`src/hw/wk_pkg.sv`:
```
package wk_pkg;
    // register byte offsets
    localparam logic [7:0] WK_OFF_FLAGS   = 8'h00;
    localparam logic [7:0] WK_OFF_LEVEL   = 8'h04;
    localparam logic [7:0] WK_OFF_P2CHG   = 8'h08;
    localparam logic [7:0] WK_OFF_COMBO   = 8'h0C;
    localparam logic [7:0] WK_OFF_P3CHG   = 8'h10;
    localparam logic [7:0] WK_OFF_ROUTE   = 8'h14;
    localparam logic [7:0] WK_OFF_P3DATA  = 8'h18;
    localparam logic [7:0] WK_OFF_P2DATA  = 8'h1C;

    // request flag positions
    localparam int WK_FLAG_PIN_RX = 0;
    localparam int WK_FLAG_WAKE   = 1;
    localparam int WK_FLAG_EXT2   = 2;
    localparam int WK_FLAG_LONG   = 3;
    localparam int WK_FLAG_SHORT  = 4;
    localparam int WK_FLAG_LOWV   = 5;
    localparam int WK_NFLAGS      = 6;

    // level / combo select field layout
    localparam int WK_SEL_LO      = 2;
    localparam int WK_SEL_HI      = 4;
    localparam int WK_OSC_DLY_BIT = 5;
    localparam int WK_POL_BIT     = 6;

    // routing/status field layout
    localparam int WK_ST_P2_LATCHED = 0;
    localparam int WK_ST_P3_LATCHED = 1;
    localparam int WK_ST_BY_WRITE   = 2;
    localparam int WK_RT_ENABLE     = 4;
    localparam int WK_P3_WAKE_PIN   = 3;

    // reset values
    localparam logic [7:0] WK_RST_BYTE  = 8'h00;
    localparam logic [3:0] WK_RST_NIB   = 4'h0;

    // level-select event sources
    typedef enum logic [2:0] {
        WK_LV_NONE  = 3'b000,
        WK_LV_RSVD  = 3'b001,
        WK_LV_P31   = 3'b010,
        WK_LV_P32   = 3'b011,
        WK_LV_P33   = 3'b100,
        WK_LV_P27   = 3'b101,
        WK_LV_NOR4  = 3'b110,
        WK_LV_NOR8  = 3'b111
    } wk_level_e;

    // synchronised pin image
    typedef struct packed {
        logic [7:0] p2;
        logic [3:0] p3;
    } wk_pins_s;
endpackage : wk_pkg

```
`src/hw/wk_top.sv`:
```
// The placing of the registers and the APB interface to the registers were decided locally.
`timescale 1ns/1ns
`default_nettype none
// What this block does
// - flags read 1 when source requested; bit5 lowvolt
// - bit4 short counter, bit3 long, bit0 pin/rx
// - writing 0 clears flag, writing 1 sets
// - flags frozen until interrupts first enabled
// - routing bit forwards wake to line and pin
// - routed wake reads port3 bit3 as zero
// - port2 selected pins latch, event on difference
// - port3 selected pins latch, event on change
// - combo select picks seven combos, level match
// - status shows latched ports and read/write cause
// - wake is OR of all enabled sources
// - level source: p31-p33, p27 or port2 NOR4/NOR8
// - level field bits4:2, polarity bit6 match
// - codes 000 and 001 give no event
// - level logic ignores outputs and change pins
module wk_top
    import wk_pkg::*;
(
    // clock and reset
    input  wire logic        SYS_CLK_I,
    input  wire logic        RST_N_I,
    // apb slave
    input  wire logic        PSEL_I,
    input  wire logic        PENABLE_I,
    input  wire logic        PWRITE_I,
    input  wire logic [7:0]  PADDR_I,
    input  wire logic [31:0] PWDATA_I,
    output var  logic [31:0] PRDATA_O,
    output logic             PREADY_O,
    output logic             PSLVERR_O,
    // cpu core
    input  wire logic        EI_EXEC_I,
    input  wire logic [5:0]  REQ_I,
    // port pins and directions
    input  wire logic [7:0]  P2_PIN_I,
    input  wire logic [3:0]  P3_PIN_I,
    input  wire logic [7:0]  P2_OUT_EN_I,
    input  wire logic [3:0]  P3_OUT_EN_I,
    // wake outputs
    output logic             WAKE_O,
    output logic             WAKE_IRQ_LINE_O,
    output logic             P33_WAKE_O,
    output logic             OSC_DELAY_O,
    output logic [5:0]       FLAGS_O
);

    // reset release chain
    // release is synchronous so no flop sees a runt edge
    logic rst_m_r;
    logic rst_n_r;
    always_ff @(posedge SYS_CLK_I or negedge RST_N_I) begin
        if (!RST_N_I) begin
            rst_m_r <= 1'b0;
            rst_n_r <= 1'b0;
        end else begin
            rst_m_r <= 1'b1;
            rst_n_r <= rst_m_r;
        end
    end

    // pin synchronisers, two stages
    // only the second stage feeds any logic
    wk_pins_s pins_m_r;
    wk_pins_s pins_r;
    always_ff @(posedge SYS_CLK_I or negedge rst_n_r) begin
        if (!rst_n_r) begin
            pins_m_r <= '0;
            pins_r   <= '0;
        end else begin
            pins_m_r <= '{p2: P2_PIN_I, p3: P3_PIN_I};
            pins_r   <= pins_m_r;
        end
    end

    // register select for one aligned offset
    function automatic logic hit_fn(input logic [7:0] addr,
                                    input logic [7:0] off);
        return addr == off;
    endfunction : hit_fn

    // apb decode
    wire       wr_en = PSEL_I & PENABLE_I & PWRITE_I;
    wire       rd_en = PSEL_I & PENABLE_I & ~PWRITE_I;
    wire       setup = PSEL_I & ~PENABLE_I;
    wire [7:0] wd    = PWDATA_I[7:0];
    wire hit_flags = hit_fn(PADDR_I, WK_OFF_FLAGS);
    wire hit_level = hit_fn(PADDR_I, WK_OFF_LEVEL);
    wire hit_p2chg = hit_fn(PADDR_I, WK_OFF_P2CHG);
    wire hit_combo = hit_fn(PADDR_I, WK_OFF_COMBO);
    wire hit_p3chg = hit_fn(PADDR_I, WK_OFF_P3CHG);
    wire hit_route = hit_fn(PADDR_I, WK_OFF_ROUTE);
    wire hit_p3dat = hit_fn(PADDR_I, WK_OFF_P3DATA);
    wire hit_p2dat = hit_fn(PADDR_I, WK_OFF_P2DATA);
    wire hit_any   = hit_flags | hit_level | hit_p2chg | hit_combo
                   | hit_p3chg | hit_route | hit_p3dat | hit_p2dat;

    // zero-wait slave, error on unmapped address
    assign PREADY_O  = 1'b1;
    assign PSLVERR_O = PSEL_I & PENABLE_I & ~hit_any;

    // per-register write strobes
    wire wr_flags = wr_en & hit_flags;
    wire wr_level = wr_en & hit_level;
    wire wr_p2chg = wr_en & hit_p2chg;
    wire wr_combo = wr_en & hit_combo;
    wire wr_p3chg = wr_en & hit_p3chg;
    wire wr_route = wr_en & hit_route;

    // configuration registers
    logic [7:0] level_r;
    logic [7:0] p2sel_r;
    logic [7:0] combo_r;
    logic [3:0] p3sel_r;
    logic       route_en_r;
    always_ff @(posedge SYS_CLK_I or negedge rst_n_r) begin
        if (!rst_n_r) begin
            level_r    <= WK_RST_BYTE;
            p2sel_r    <= WK_RST_BYTE;
            combo_r    <= WK_RST_BYTE;
            p3sel_r    <= WK_RST_NIB;
            route_en_r <= 1'b0;
        end else begin
            if (wr_level) level_r    <= wd;
            if (wr_p2chg) p2sel_r    <= wd;
            if (wr_combo) combo_r    <= wd;
            if (wr_p3chg) p3sel_r    <= wd[3:0];
            if (wr_route) route_en_r <= wd[WK_RT_ENABLE];
        end
    end
    assign OSC_DELAY_O = level_r[WK_OSC_DLY_BIT];

    // change-detect latches, loaded by port reads and writes
    wire p2_rd = rd_en & hit_p2dat;
    wire p2_wr = wr_en & hit_p2dat;
    wire p3_rd = rd_en & hit_p3dat;
    wire p3_wr = wr_en & hit_p3dat;
    logic [7:0] p2_latch_r;
    logic [3:0] p3_latch_r;
    logic       p2_latched_r;
    logic       p3_latched_r;
    logic       by_write_r;
    always_ff @(posedge SYS_CLK_I or negedge rst_n_r) begin
        if (!rst_n_r) begin
            p2_latch_r   <= WK_RST_BYTE;
            p3_latch_r   <= WK_RST_NIB;
            p2_latched_r <= 1'b0;
            p3_latched_r <= 1'b0;
            by_write_r   <= 1'b0;
        end else begin
            if (p2_rd | p2_wr) begin
                p2_latch_r   <= p2_wr ? wd : pins_r.p2;
                p2_latched_r <= 1'b1;
                by_write_r   <= p2_wr;
            end
            if (p3_rd | p3_wr) begin
                p3_latch_r   <= p3_wr ? wd[3:0] : pins_r.p3;
                p3_latched_r <= 1'b1;
                by_write_r   <= p3_wr;
            end
        end
    end

    // change events per selected pin
    logic [7:0] p2_chg_bit;
    logic [3:0] p3_chg_bit;
    for (genvar i = 0; i < 8; i++) begin : g_p2_chg
        assign p2_chg_bit[i] = p2sel_r[i]
                             & (pins_r.p2[i] ^ p2_latch_r[i]);
    end
    for (genvar i = 0; i < 4; i++) begin : g_p3_chg
        assign p3_chg_bit[i] = p3sel_r[i]
                             & (pins_r.p3[i] ^ p3_latch_r[i]);
    end
    wire p2_chg_ev = |p2_chg_bit;
    wire p3_chg_ev = |p3_chg_bit;

    // an output pin only echoes our own drive, so it is left out
    // pins usable by level logic: inputs not watched for change
    wire [7:0] p2_use = ~P2_OUT_EN_I & ~p2sel_r;
    wire [3:0] p3_use = ~P3_OUT_EN_I & ~p3sel_r;
    wire [7:0] p2_lv  = pins_r.p2 & p2_use;
    wire [3:0] p3_lv  = pins_r.p3 & p3_use;

    // level-select logic output and validity
    wk_level_e lv_sel;
    logic      lv_out;
    logic      lv_ok;
    assign lv_sel = wk_level_e'(level_r[WK_SEL_HI:WK_SEL_LO]);
    always_comb begin
        lv_out = 1'b0;
        lv_ok  = 1'b1;
        unique case (lv_sel)
            WK_LV_NONE: lv_ok = 1'b0;
            WK_LV_RSVD: lv_ok = 1'b0;
            WK_LV_P31: begin
                lv_out = p3_lv[1];
                lv_ok  = p3_use[1];
            end
            WK_LV_P32: begin
                lv_out = p3_lv[2];
                lv_ok  = p3_use[2];
            end
            WK_LV_P33: begin
                lv_out = p3_lv[3];
                lv_ok  = p3_use[3];
            end
            WK_LV_P27: begin
                lv_out = p2_lv[7];
                lv_ok  = p2_use[7];
            end
            WK_LV_NOR4: begin
                lv_out = ~|p2_lv[3:0];
                lv_ok  = |p2_use[3:0];
            end
            WK_LV_NOR8: begin
                lv_out = ~|p2_lv;
                lv_ok  = |p2_use;
            end
        endcase
    end
    // no event without a usable source pin
    wire lv_ev = lv_ok & (lv_out == level_r[WK_POL_BIT]);

    // seven port2/port3 combinations for the combo register
    function automatic logic combo_fn(input logic [2:0] sel,
                                      input logic [7:0] p2,
                                      input logic [3:0] p3);
        logic r;
        r = 1'b0;
        unique case (sel)
            3'b000: r = 1'b0;
            3'b001: r = ~|(p2[3:0] | p3[3:0]);
            3'b010: r = &p2[3:0] & &p3[3:0];
            3'b011: r = ~|(p2[7:4] | p3[3:0]);
            3'b100: r = &p2[7:4] & &p3[3:0];
            3'b101: r = ~|p2 & ~|p3;
            3'b110: r = &p2 & &p3;
            3'b111: r = ^{p2, p3};
        endcase
        return r;
    endfunction
    // code 000 switches the combo source off
    wire [2:0] cb_sel = combo_r[WK_SEL_HI:WK_SEL_LO];
    wire cb_out = combo_fn(cb_sel, pins_r.p2, pins_r.p3);
    wire cb_ev  = (cb_sel != 3'h0)
                & (cb_out == combo_r[WK_POL_BIT]);

    // overall wake event
    assign WAKE_O = lv_ev | p2_chg_ev | p3_chg_ev | cb_ev;
    wire   routed = route_en_r & WAKE_O;
    assign WAKE_IRQ_LINE_O = routed;
    assign P33_WAKE_O      = routed;

    // routed wake rising edge sets the wake flag once per event
    // an edge, so a clear while the wake still stands sticks
    logic routed_d_r;
    always_ff @(posedge SYS_CLK_I or negedge rst_n_r) begin
        if (!rst_n_r) begin
            routed_d_r <= 1'b0;
        end else begin
            routed_d_r <= routed;
        end
    end
    wire routed_rise = routed & ~routed_d_r;

    // interrupts-enabled-once latch
    logic ei_seen_r;
    always_ff @(posedge SYS_CLK_I or negedge rst_n_r) begin
        if (!rst_n_r) begin
            ei_seen_r <= 1'b0;
        end else if (EI_EXEC_I) begin
            ei_seen_r <= 1'b1;
        end
    end

    // request flags: hardware set wins over a software clear
    logic [5:0] flags_r;
    logic [5:0] flags_nxt;
    logic [5:0] hw_set;
    always_comb begin
        hw_set = REQ_I;
        hw_set[WK_FLAG_WAKE] = REQ_I[WK_FLAG_WAKE] | routed_rise;
        flags_nxt = flags_r;
        if (wr_flags)
            flags_nxt = wd[WK_NFLAGS-1:0];
        flags_nxt = flags_nxt | hw_set;
    end
    // whole register frozen until interrupts enabled once
    always_ff @(posedge SYS_CLK_I or negedge rst_n_r) begin
        if (!rst_n_r) begin
            flags_r <= '0;
        end else if (ei_seen_r) begin
            flags_r <= flags_nxt;
        end
    end
    assign FLAGS_O = flags_r;

    // port3 data view: bit3 low while a routed wake is active
    logic [3:0] p3_view;
    always_comb begin
        p3_view = pins_r.p3;
        if (routed) p3_view[WK_P3_WAKE_PIN] = 1'b0;
    end

    // routing/status view: enable plus read-only latch state
    logic [7:0] route_view;
    always_comb begin
        route_view                   = WK_RST_BYTE;
        route_view[WK_ST_P2_LATCHED] = p2_latched_r;
        route_view[WK_ST_P3_LATCHED] = p3_latched_r;
        route_view[WK_ST_BY_WRITE]   = by_write_r;
        route_view[WK_RT_ENABLE]     = route_en_r;
    end

    // read mux and registered read data
    logic [7:0] rd_mux;
    always_comb begin
        rd_mux = 8'h00;
        if (hit_flags) rd_mux = {2'h0, flags_r};
        if (hit_level) rd_mux = level_r;
        if (hit_p2chg) rd_mux = p2sel_r;
        if (hit_combo) rd_mux = combo_r;
        if (hit_p3chg) rd_mux = {4'h0, p3sel_r};
        if (hit_route) rd_mux = route_view;
        if (hit_p3dat) rd_mux = {4'h0, p3_view};
        if (hit_p2dat) rd_mux = pins_r.p2;
    end
    // captured at setup so it stands through the access edge
    always_ff @(posedge SYS_CLK_I or negedge rst_n_r) begin
        if (!rst_n_r) begin
            PRDATA_O <= 32'h0000_0000;
        end else if (setup) begin
            PRDATA_O <= {24'h00_0000, rd_mux};
        end
    end

endmodule : wk_top
`default_nettype wire

```
`config.mk`:
```
export PLATFORM = sky130hd
export DESIGN_NAME = wk_top
export DESIGN_NICKNAME = d
export VERILOG_FILES = /design/src/hw/wk_pkg.sv /design/src/hw/wk_top.sv
export SDC_FILE = /design/constraint.sdc
export NUM_CORES = 1
export LEC_CHECK = 0
export BUFFER_PORTS_ARGS = -buffer_cell sky130_fd_sc_hd__buf_4
export CORE_AREA = 4 4 80 120
export CTS_CLUSTER_SIZE = 24
export DETAILED_ROUTE_END_ITERATION = 6
export DIE_AREA = 0 0 84 124
export PLACE_DENSITY = 0.83
export SKIP_LAST_GASP = 1
export SLEW_MARGIN = 5
export SYNTH_ARGS = -nofsm -noshare
export SYNTH_HDL_FRONTEND = slang
export SYNTH_SLANG_ARGS = --single-unit
```
`constraint.sdc`:
```
create_clock -name SYS_CLK_I -period 2.8 [get_ports SYS_CLK_I]
set_input_delay 0.14 -clock SYS_CLK_I [delete_from_list [all_inputs] [get_ports SYS_CLK_I]]
set_output_delay 0.14 -clock SYS_CLK_I [all_outputs]
set_load 0.1 [all_outputs]
```
==> flow_summary.json, run 1 <==
{
  "wl_mm": 11.3,
  "slowest_delay_ns": 0.43,
  "power_leakage_nw": 2.58,
  "final_area_mm2": 0.00549,
  "slew_violations": 0,
  "crit_type": "reg2out",
  "finalSetupViolCount": 0,
  "tritoncts": "done",
  "async_reset_ff_frac": 1.00,
  "clock_latency_ns": 0.34,
  "worstPathMaxFanout": 4,
  "synth_top_area_share": 0.484,
  "core.rowCount": 42,
  "worstMarginPinSlew_ns": 1.08,
  "gp_congestion": 0.938,
  "slowest_stage": "dfrtp_2",
  "grt_max_degree": 85,
  "placed_area_mm2": 0.00495,
  "wl_per_cell_um": 19.2,
  "fin_nets": 559,
  "relSlewSlack": 0.280,
  "synth_area_per_cell_um2": 11.4,
  "drive_above_1_share": 0.304,
  "yosysWarningCount": 0,
  "mostFrequentLayoutCell": "dfrtp_1",
  "overflow": 0,
  "area_growth_pct": 23.4,
  "place_ws_ns": 0.178,
  "hpwlAfterDp_mm": 8.37,
  "critical_path_arrival_ns": 2.64,
  "ys_seq_area_frac": 0.484,
  "outcome": "finished, final reports clean",
  "timing.final.hold_violations": 0,
  "crit_family": "compound AO/OA/AOI/OAI gates",
  "worst-path-buf-inv": 3,
  "finalWorstSetupSlack_ns": 0.0204,
  "synth_area_leaders": "dfrtp_1 (48%), mux2_2 (7.6%), mux2i_1 (4.7%)",
  "diodes": 0,
  "numCtsBuffers": 9,
  "vias": 3400,
  "final.min_clock_period_ns": 2.78,
  "power.density_mw_per_mm2": 553,
  "drt_iter0_drc": 355,
  "ir_drop_mv": 0.594,
  "start_util": 0.516,
  "end_kind": "output pin",
  "synth_edf_count": 0,
  "post_synth_instance_area_mm2": 0.00445,
  "core-area_mm2": 0.00862,
  "ys_seq_elements": 86,
  "firstDrtPassIters": 7,
  "fmax_mhz": 360,
  "die-width_um": 84,
  "max_cap_violations": 0,
  "die-area_mm2": 0.0104,
  "clockRootBuffer": "clkbuf_16",
  "hold_path.class": "in2reg",
  "synthFlopType": "dfrtp_1",
  "first_global_vias": 3519,
  "clkTransAtPathRegs_ns": 0.06,
  "fill_cells": 683,
  "grt_use_total": 0.233,
  "ioPinCount": 120,
  "synth_top_cell_by_area": "dfrtp_1",
  "grt_pass1_wl_mm": 18.2,
  "io_buffers": 69,
  "synth_cell_types": 52,
  "worstPathCellList": "inv_1, ha_1, xnor2_2, xnor2_1, xnor2_1, o211ai_2, mux2i_2, o211a_4, inv_1, buf_6",
  "worst-endpoint-required_ns": 2.66,
  "start_kind": "flop",
  "antenna_found_initial": 0,
  "via_per_inst": 5.76,
  "final_cell_mix": "dfrtp_1 (82), buf_4 (75), nand2_1 (34), mux2_2 (30), conb_1 (26)",
  "ctsLongestPathBuffers": 2,
  "htreeDepth": 3,
  "clock_sinks": 86,
  "route.detailed.drc": 0,
  "holdWs_ns": 0.0555,
  "grt_setup_unrepaired": "yes",
  "syn_inst": 392,
  "chipHeight_um": 124,
  "fin_crit_sh": 0.993,
  "postRouteAntennaNets": 0,
  "fin_worst_skew_ns": 0.00574
}
[path summary, 6_finish.rpt]
check	startpoint	to	slack, ns	cells after the start
max	pins_r[7]	WAKE_O	0.02	10
min	REQ_I[2]	FLAGS_O[2]	0.06	2
max reg2reg	pins_r[7]	FLAGS_O[1]	0.46	10
min reg2reg	pins_m_r[6]	pins_r[6]	0.35	0
max in group asynchronous	rst_n_r	pins_r[7]	1.50	0
min in group asynchronous	RST_N_I	rst_n_r	0.12	2
[cells by family (layout without fill, tap and decap cells)]
kind of cell,count (synthesis),in the layout,share of synthesized area
flip-flops,86,86,0.484
AND/OR/NAND/NOR,91,91,0.102
buffers and inverters,56,120,0.0762
AO/OA/AOI/OAI,70,70,0.111
adder cells (fa/ha/maj),8,8,0.0225
other,2,26,0.00169
XOR/XNOR,20,20,0.0394
multiplexers,59,59,0.164
[through the flow]
stage / util / TNS [ns] / std cells / power [W]
after floorplan: - / 0 / 416 / 0.00168
after global placement: 0.574 / 0 / 556 / 0.00177
after detailed placement: 0.574 / 0 / 556 / 0.00178
after CTS: 0.634 / 0 / 590 / 0.00306
after global routing: 0.637 / -0.00660 / 590 / 0.00316
final: 0.637 / 0 / 590 / 0.00303
[synth_stat cells, types with 4 or more instances]
cell	instances
dfrtp_1	86
nand2_1	34
mux2_2	30
buf_4	27
o21ai_0	26
mux2i_1	21
nor2_1	17
xor2_1	13
inv_1	12
buf_2	10
ha_1	8
mux4_2	8
xnor2_1	7
a221oi_1	6
a22oi_1	6
nor4_1	6
a21oi_1	5
clkbuf_1	5
nand4_1	5
o21a_1	5
o32a_1	5
nand3b_1	4
[layout make-up]
class | count | area, um^2 | share of cell area
Inverter | 12 | 45.0 | 0.00820
Clock buffer | 12 | 267 | 0.0485
Multi-Input combinational cell | 274 | 2070 | 0.378
Clock inverter | 4 | 52.6 | 0.00957
Sequential cell | 86 | 2160 | 0.393
Timing Repair Buffer | 92 | 754 | 0.137
Tap cell | 110 | 138 | 0.0251
[metal layers]
| layer | track usage | vias to the layer above | part of all wire |
|---|---|---|---|
| met3 | 0.0523 | 59 | 0.070 |
| li1 | - | 1532 | - |
| met5 | 0 | - | 0 |
| met4 | 0.183 | 0 | 0.083 |
| met1 | 0.262 | 1619 | 0.36 |
| met2 | 0.385 | 190 | 0.49 |
[registers in the layout, summed over array words and instances (netlist names)]
register / count
rst_n_r: 1
combo_r: 8
ei_seen_r: 1
p3sel_r: 4
rst_m_r: 1
p3_latched_r: 1
pins_r: 9
level_r: 8
PRDATA_O: 8
route_en_r: 1
routed_d_r: 1
pins_m_r: 12
p2_latched_r: 1
p3_latch_r: 4
p3_view: 3
FLAGS_O: 6
by_write_r: 1
p2_latch_r: 8
p2sel_r: 8
[power by group]
part           switching [W]  leakage [nW]  internal [W]
Combinational       0.000306          1.33      0.000156
Sequential         0.0000520          1.10       0.00128
Clock               0.000478         0.159      0.000767
Total               0.000835          2.58       0.00220
[repair_timing]
item / 4_1_cts / 5_1_grt
pin swaps: 1 / 1
setup buffers: 4 / 0
hold buffers: 14 / 0
endpoints found under the hold margin: 15 / 0
gates resized for setup: 8 / 6
setup endpoints to repair: 3 / 3
No activity file was read; power rests on OpenSTA's default activity.
==> run 2: changes to the inputs <==
--- a/config.mk
+++ b/config.mk
@@ -10,6 +10,7 @@
 export CTS_CLUSTER_SIZE = 24
 export DETAILED_ROUTE_END_ITERATION = 6
 export DIE_AREA = 0 0 84 124
+export HOLD_SLACK_MARGIN = 0.15
 export PLACE_DENSITY = 0.83
 export SKIP_LAST_GASP = 1
 export SLEW_MARGIN = 5
==> run 2 against run 1 <==
Effect of this change:
- combinational power grew 4.3%
- fmax grew 1.5%
- non-clock buffer count grew 20
- first-iteration DRC count shrank 17%
- sequential share of layout area shrank 1.3 points
- hold slack gained 0.20 ns
- largest power group unchanged
==> flow_summary.json, run 2 (synthesis gave the netlist of run 1 again) <==
{
  "outcome": "finished, final reports clean",
  "clkTransAtPathRegs_ns": 0.07,
  "core.rowCount": 42,
  "clock_latency_ns": 0.34,
  "crit_family": "XOR/XNOR gates",
  "timing.final.hold_violations": 0,
  "fin_nets": 579,
  "crit_type": "reg2out",
  "whs_path_depth": 3,
  "fin_util": 0.660,
  "reg.largest.list": "pins_m_r (12), pins_r (9)",
  "top_register": "pins_m_r",
  "htreeDepth": 3,
  "core-area_mm2": 0.00862,
  "worstPathCellList": "inv_1, ha_1, xnor2_2, xnor2_1, xnor2_1, o211ai_2, mux2i_2, o211a_4, inv_1, buf_6",
  "numCtsBuffers": 9,
  "first_global_vias": 3601,
  "fill_cells": 661,
  "postRouteAntennaNets": 0,
  "gp_congestion": 0.938,
  "clkPwrFrac": 0.409,
  "fin_crit_sh": 0.978,
  "worstPathMaxFanout": 4,
  "largest_register_ffs": 12,
  "slowest_stage": "dfrtp_2",
  "area_growth_pct": 27.8,
  "ctsLongestPathBuffers": 2,
  "route.detailed.drc": 0,
  "power.density_mw_per_mm2": 538,
  "grt_pass1_wl_mm": 19.0,
  "end_kind": "output pin",
  "final.min_clock_period_ns": 2.74,
  "io_buffers": 69,
  "start_util": 0.516,
  "clock_sinks": 86,
  "switching_share": 0.276,
  "mostFrequentLayoutCell": "dfrtp_1",
  "worst-path-buf-inv": 3,
  "internal-power_w": 0.00221,
  "slowest_delay_ns": 0.43,
  "clockRootBuffer": "clkbuf_16",
  "combPwrFrac": 0.157,
  "chipHeight_um": 124,
  "diodes": 0,
  "worstMarginPinSlew_ns": 1.07,
  "die-width_um": 84,
  "grt_max_degree": 85,
  "wl_per_cell_um": 19.2,
  "p_total_w": 0.00306,
  "cp.depth": 10,
  "ir_drop_mv": 0.593,
  "power_leakage_nw": 2.66,
  "setup_tns_ns": 0,
  "grt_use_total": 0.242,
  "finalSetupViolCount": 0,
  "max_cap_violations": 0,
  "slew_violations": 0,
  "via_per_inst": 5.69,
  "reg2reg_depth": 11,
  "worst-endpoint-required_ns": 2.66,
  "fin_worst_skew_ns": 0.00648,
  "relSlewSlack": 0.286,
  "fmax_mhz": 365,
  "ioPinCount": 120,
  "hpwlAfterDp_mm": 8.37,
  "vias": 3472,
  "critical_path_arrival_ns": 2.60,
  "drt_iter0_drc": 294,
  "tritoncts": "done",
  "firstDrtPassIters": 5,
  "drive_above_1_share": 0.296,
  "seq_power_share": 0.434,
  "die-area_mm2": 0.0104,
  "wl_mm": 11.7,
  "overflow": 0,
  "holdWs_ns": 0.260,
  "antenna_found_initial": 0,
  "final_cell_mix": "dfrtp_1 (82), buf_4 (76), nand2_1 (34), dlygate4sd3_1 (33), mux2_2 (30)",
  "start_kind": "flop",
  "switchingPower_w": 0.000846,
  "hold_path.class": "in2reg"
}
==> run 2: final timing paths <==
| check | start | end | slack (ns) |
|---|---|---|---|
| worst max-delay path | pins_r[7] | WAKE_O | 0.06 |
| worst min-delay path | PADDR_I[4] | PRDATA_O[1] | 0.26 |
| worst max register to register | pins_r[7] | PRDATA_O[3] | 0.42 |
| worst min register to register | pins_m_r[6] | pins_r[6] | 0.35 |
| max in group asynchronous | rst_n_r | pins_r[7] | 1.51 |
| min in group asynchronous | rst_n_r | FLAGS_O[5] | 0.52 |
==> run 2: per-stage QoR <==
stage	worst slack [ns]	area, um^2	std cells
4_1_cts	0.00818	5660	609
5_1_grt	-0.0150	5680	610
2_1_floorplan	0.108	4550	416
3_3_place_gp	0.234	4950	556
3_5_place_dp	0.178	4950	556
6_report	0.0623	5680	610
==> run 2: power groups by stage <==
stage | logic (W) | clock network, W | registers [W]
finish | 0.000481 | 0.00125 | 0.00133
floorplan | 0.000337 | 0 | 0.00134
CTS | 0.000473 | 0.00128 | 0.00133
global route | 0.000507 | 0.00134 | 0.00134
detailed placement | 0.000428 | 0 | 0.00135
global placement | 0.000421 | 0 | 0.00135
==> run 2: timing repair <==
item | in CTS | in global routing
hold buffers | 33 | 0
gates resized for setup | 8 | 6
pin swaps | 1 | 1
hold endpoints to repair | 50 | 0
setup buffers | 4 | 1
endpoints found under the setup margin | 3 | 6
==> run 2: cell type report <==
| type | count | area (um^2) | share of cell area |
|---|---|---|---|
| Tap cell | 110 | 138 | 0.0242 |
| Sequential cell | 86 | 2160 | 0.380 |
| Clock buffer | 12 | 267 | 0.0469 |
| Inverter | 12 | 45.0 | 0.00792 |
| Timing Repair Buffer | 112 | 947 | 0.167 |
| Clock inverter | 4 | 52.6 | 0.00924 |
| Multi-Input combinational cell | 274 | 2080 | 0.365 |
==> run 2: layer usage <==
metal / vias to the layer above / wire, um / global-route usage
li1: 1569 / - / -
met1: 1685 / 4250 / 0.279
met2: 175 / 5970 / 0.403
met3: 43 / 741 / 0.0496
met4: 0 / 757 / 0.176
met5: - / 0 / 0
==> run 2: worst reg2reg max path: stages (launching register included) <==
cell and delay, ns:
dfrtp_2 0.43, inv_1 0.12, ha_1 0.27, xnor2_2 0.15, xnor2_1 0.15, xnor2_1 0.15
o211ai_2 0.20, mux2i_2 0.32, buf_4 0.16, buf_4 0.09, o2111ai_1 0.09, a21oi_1 0.17
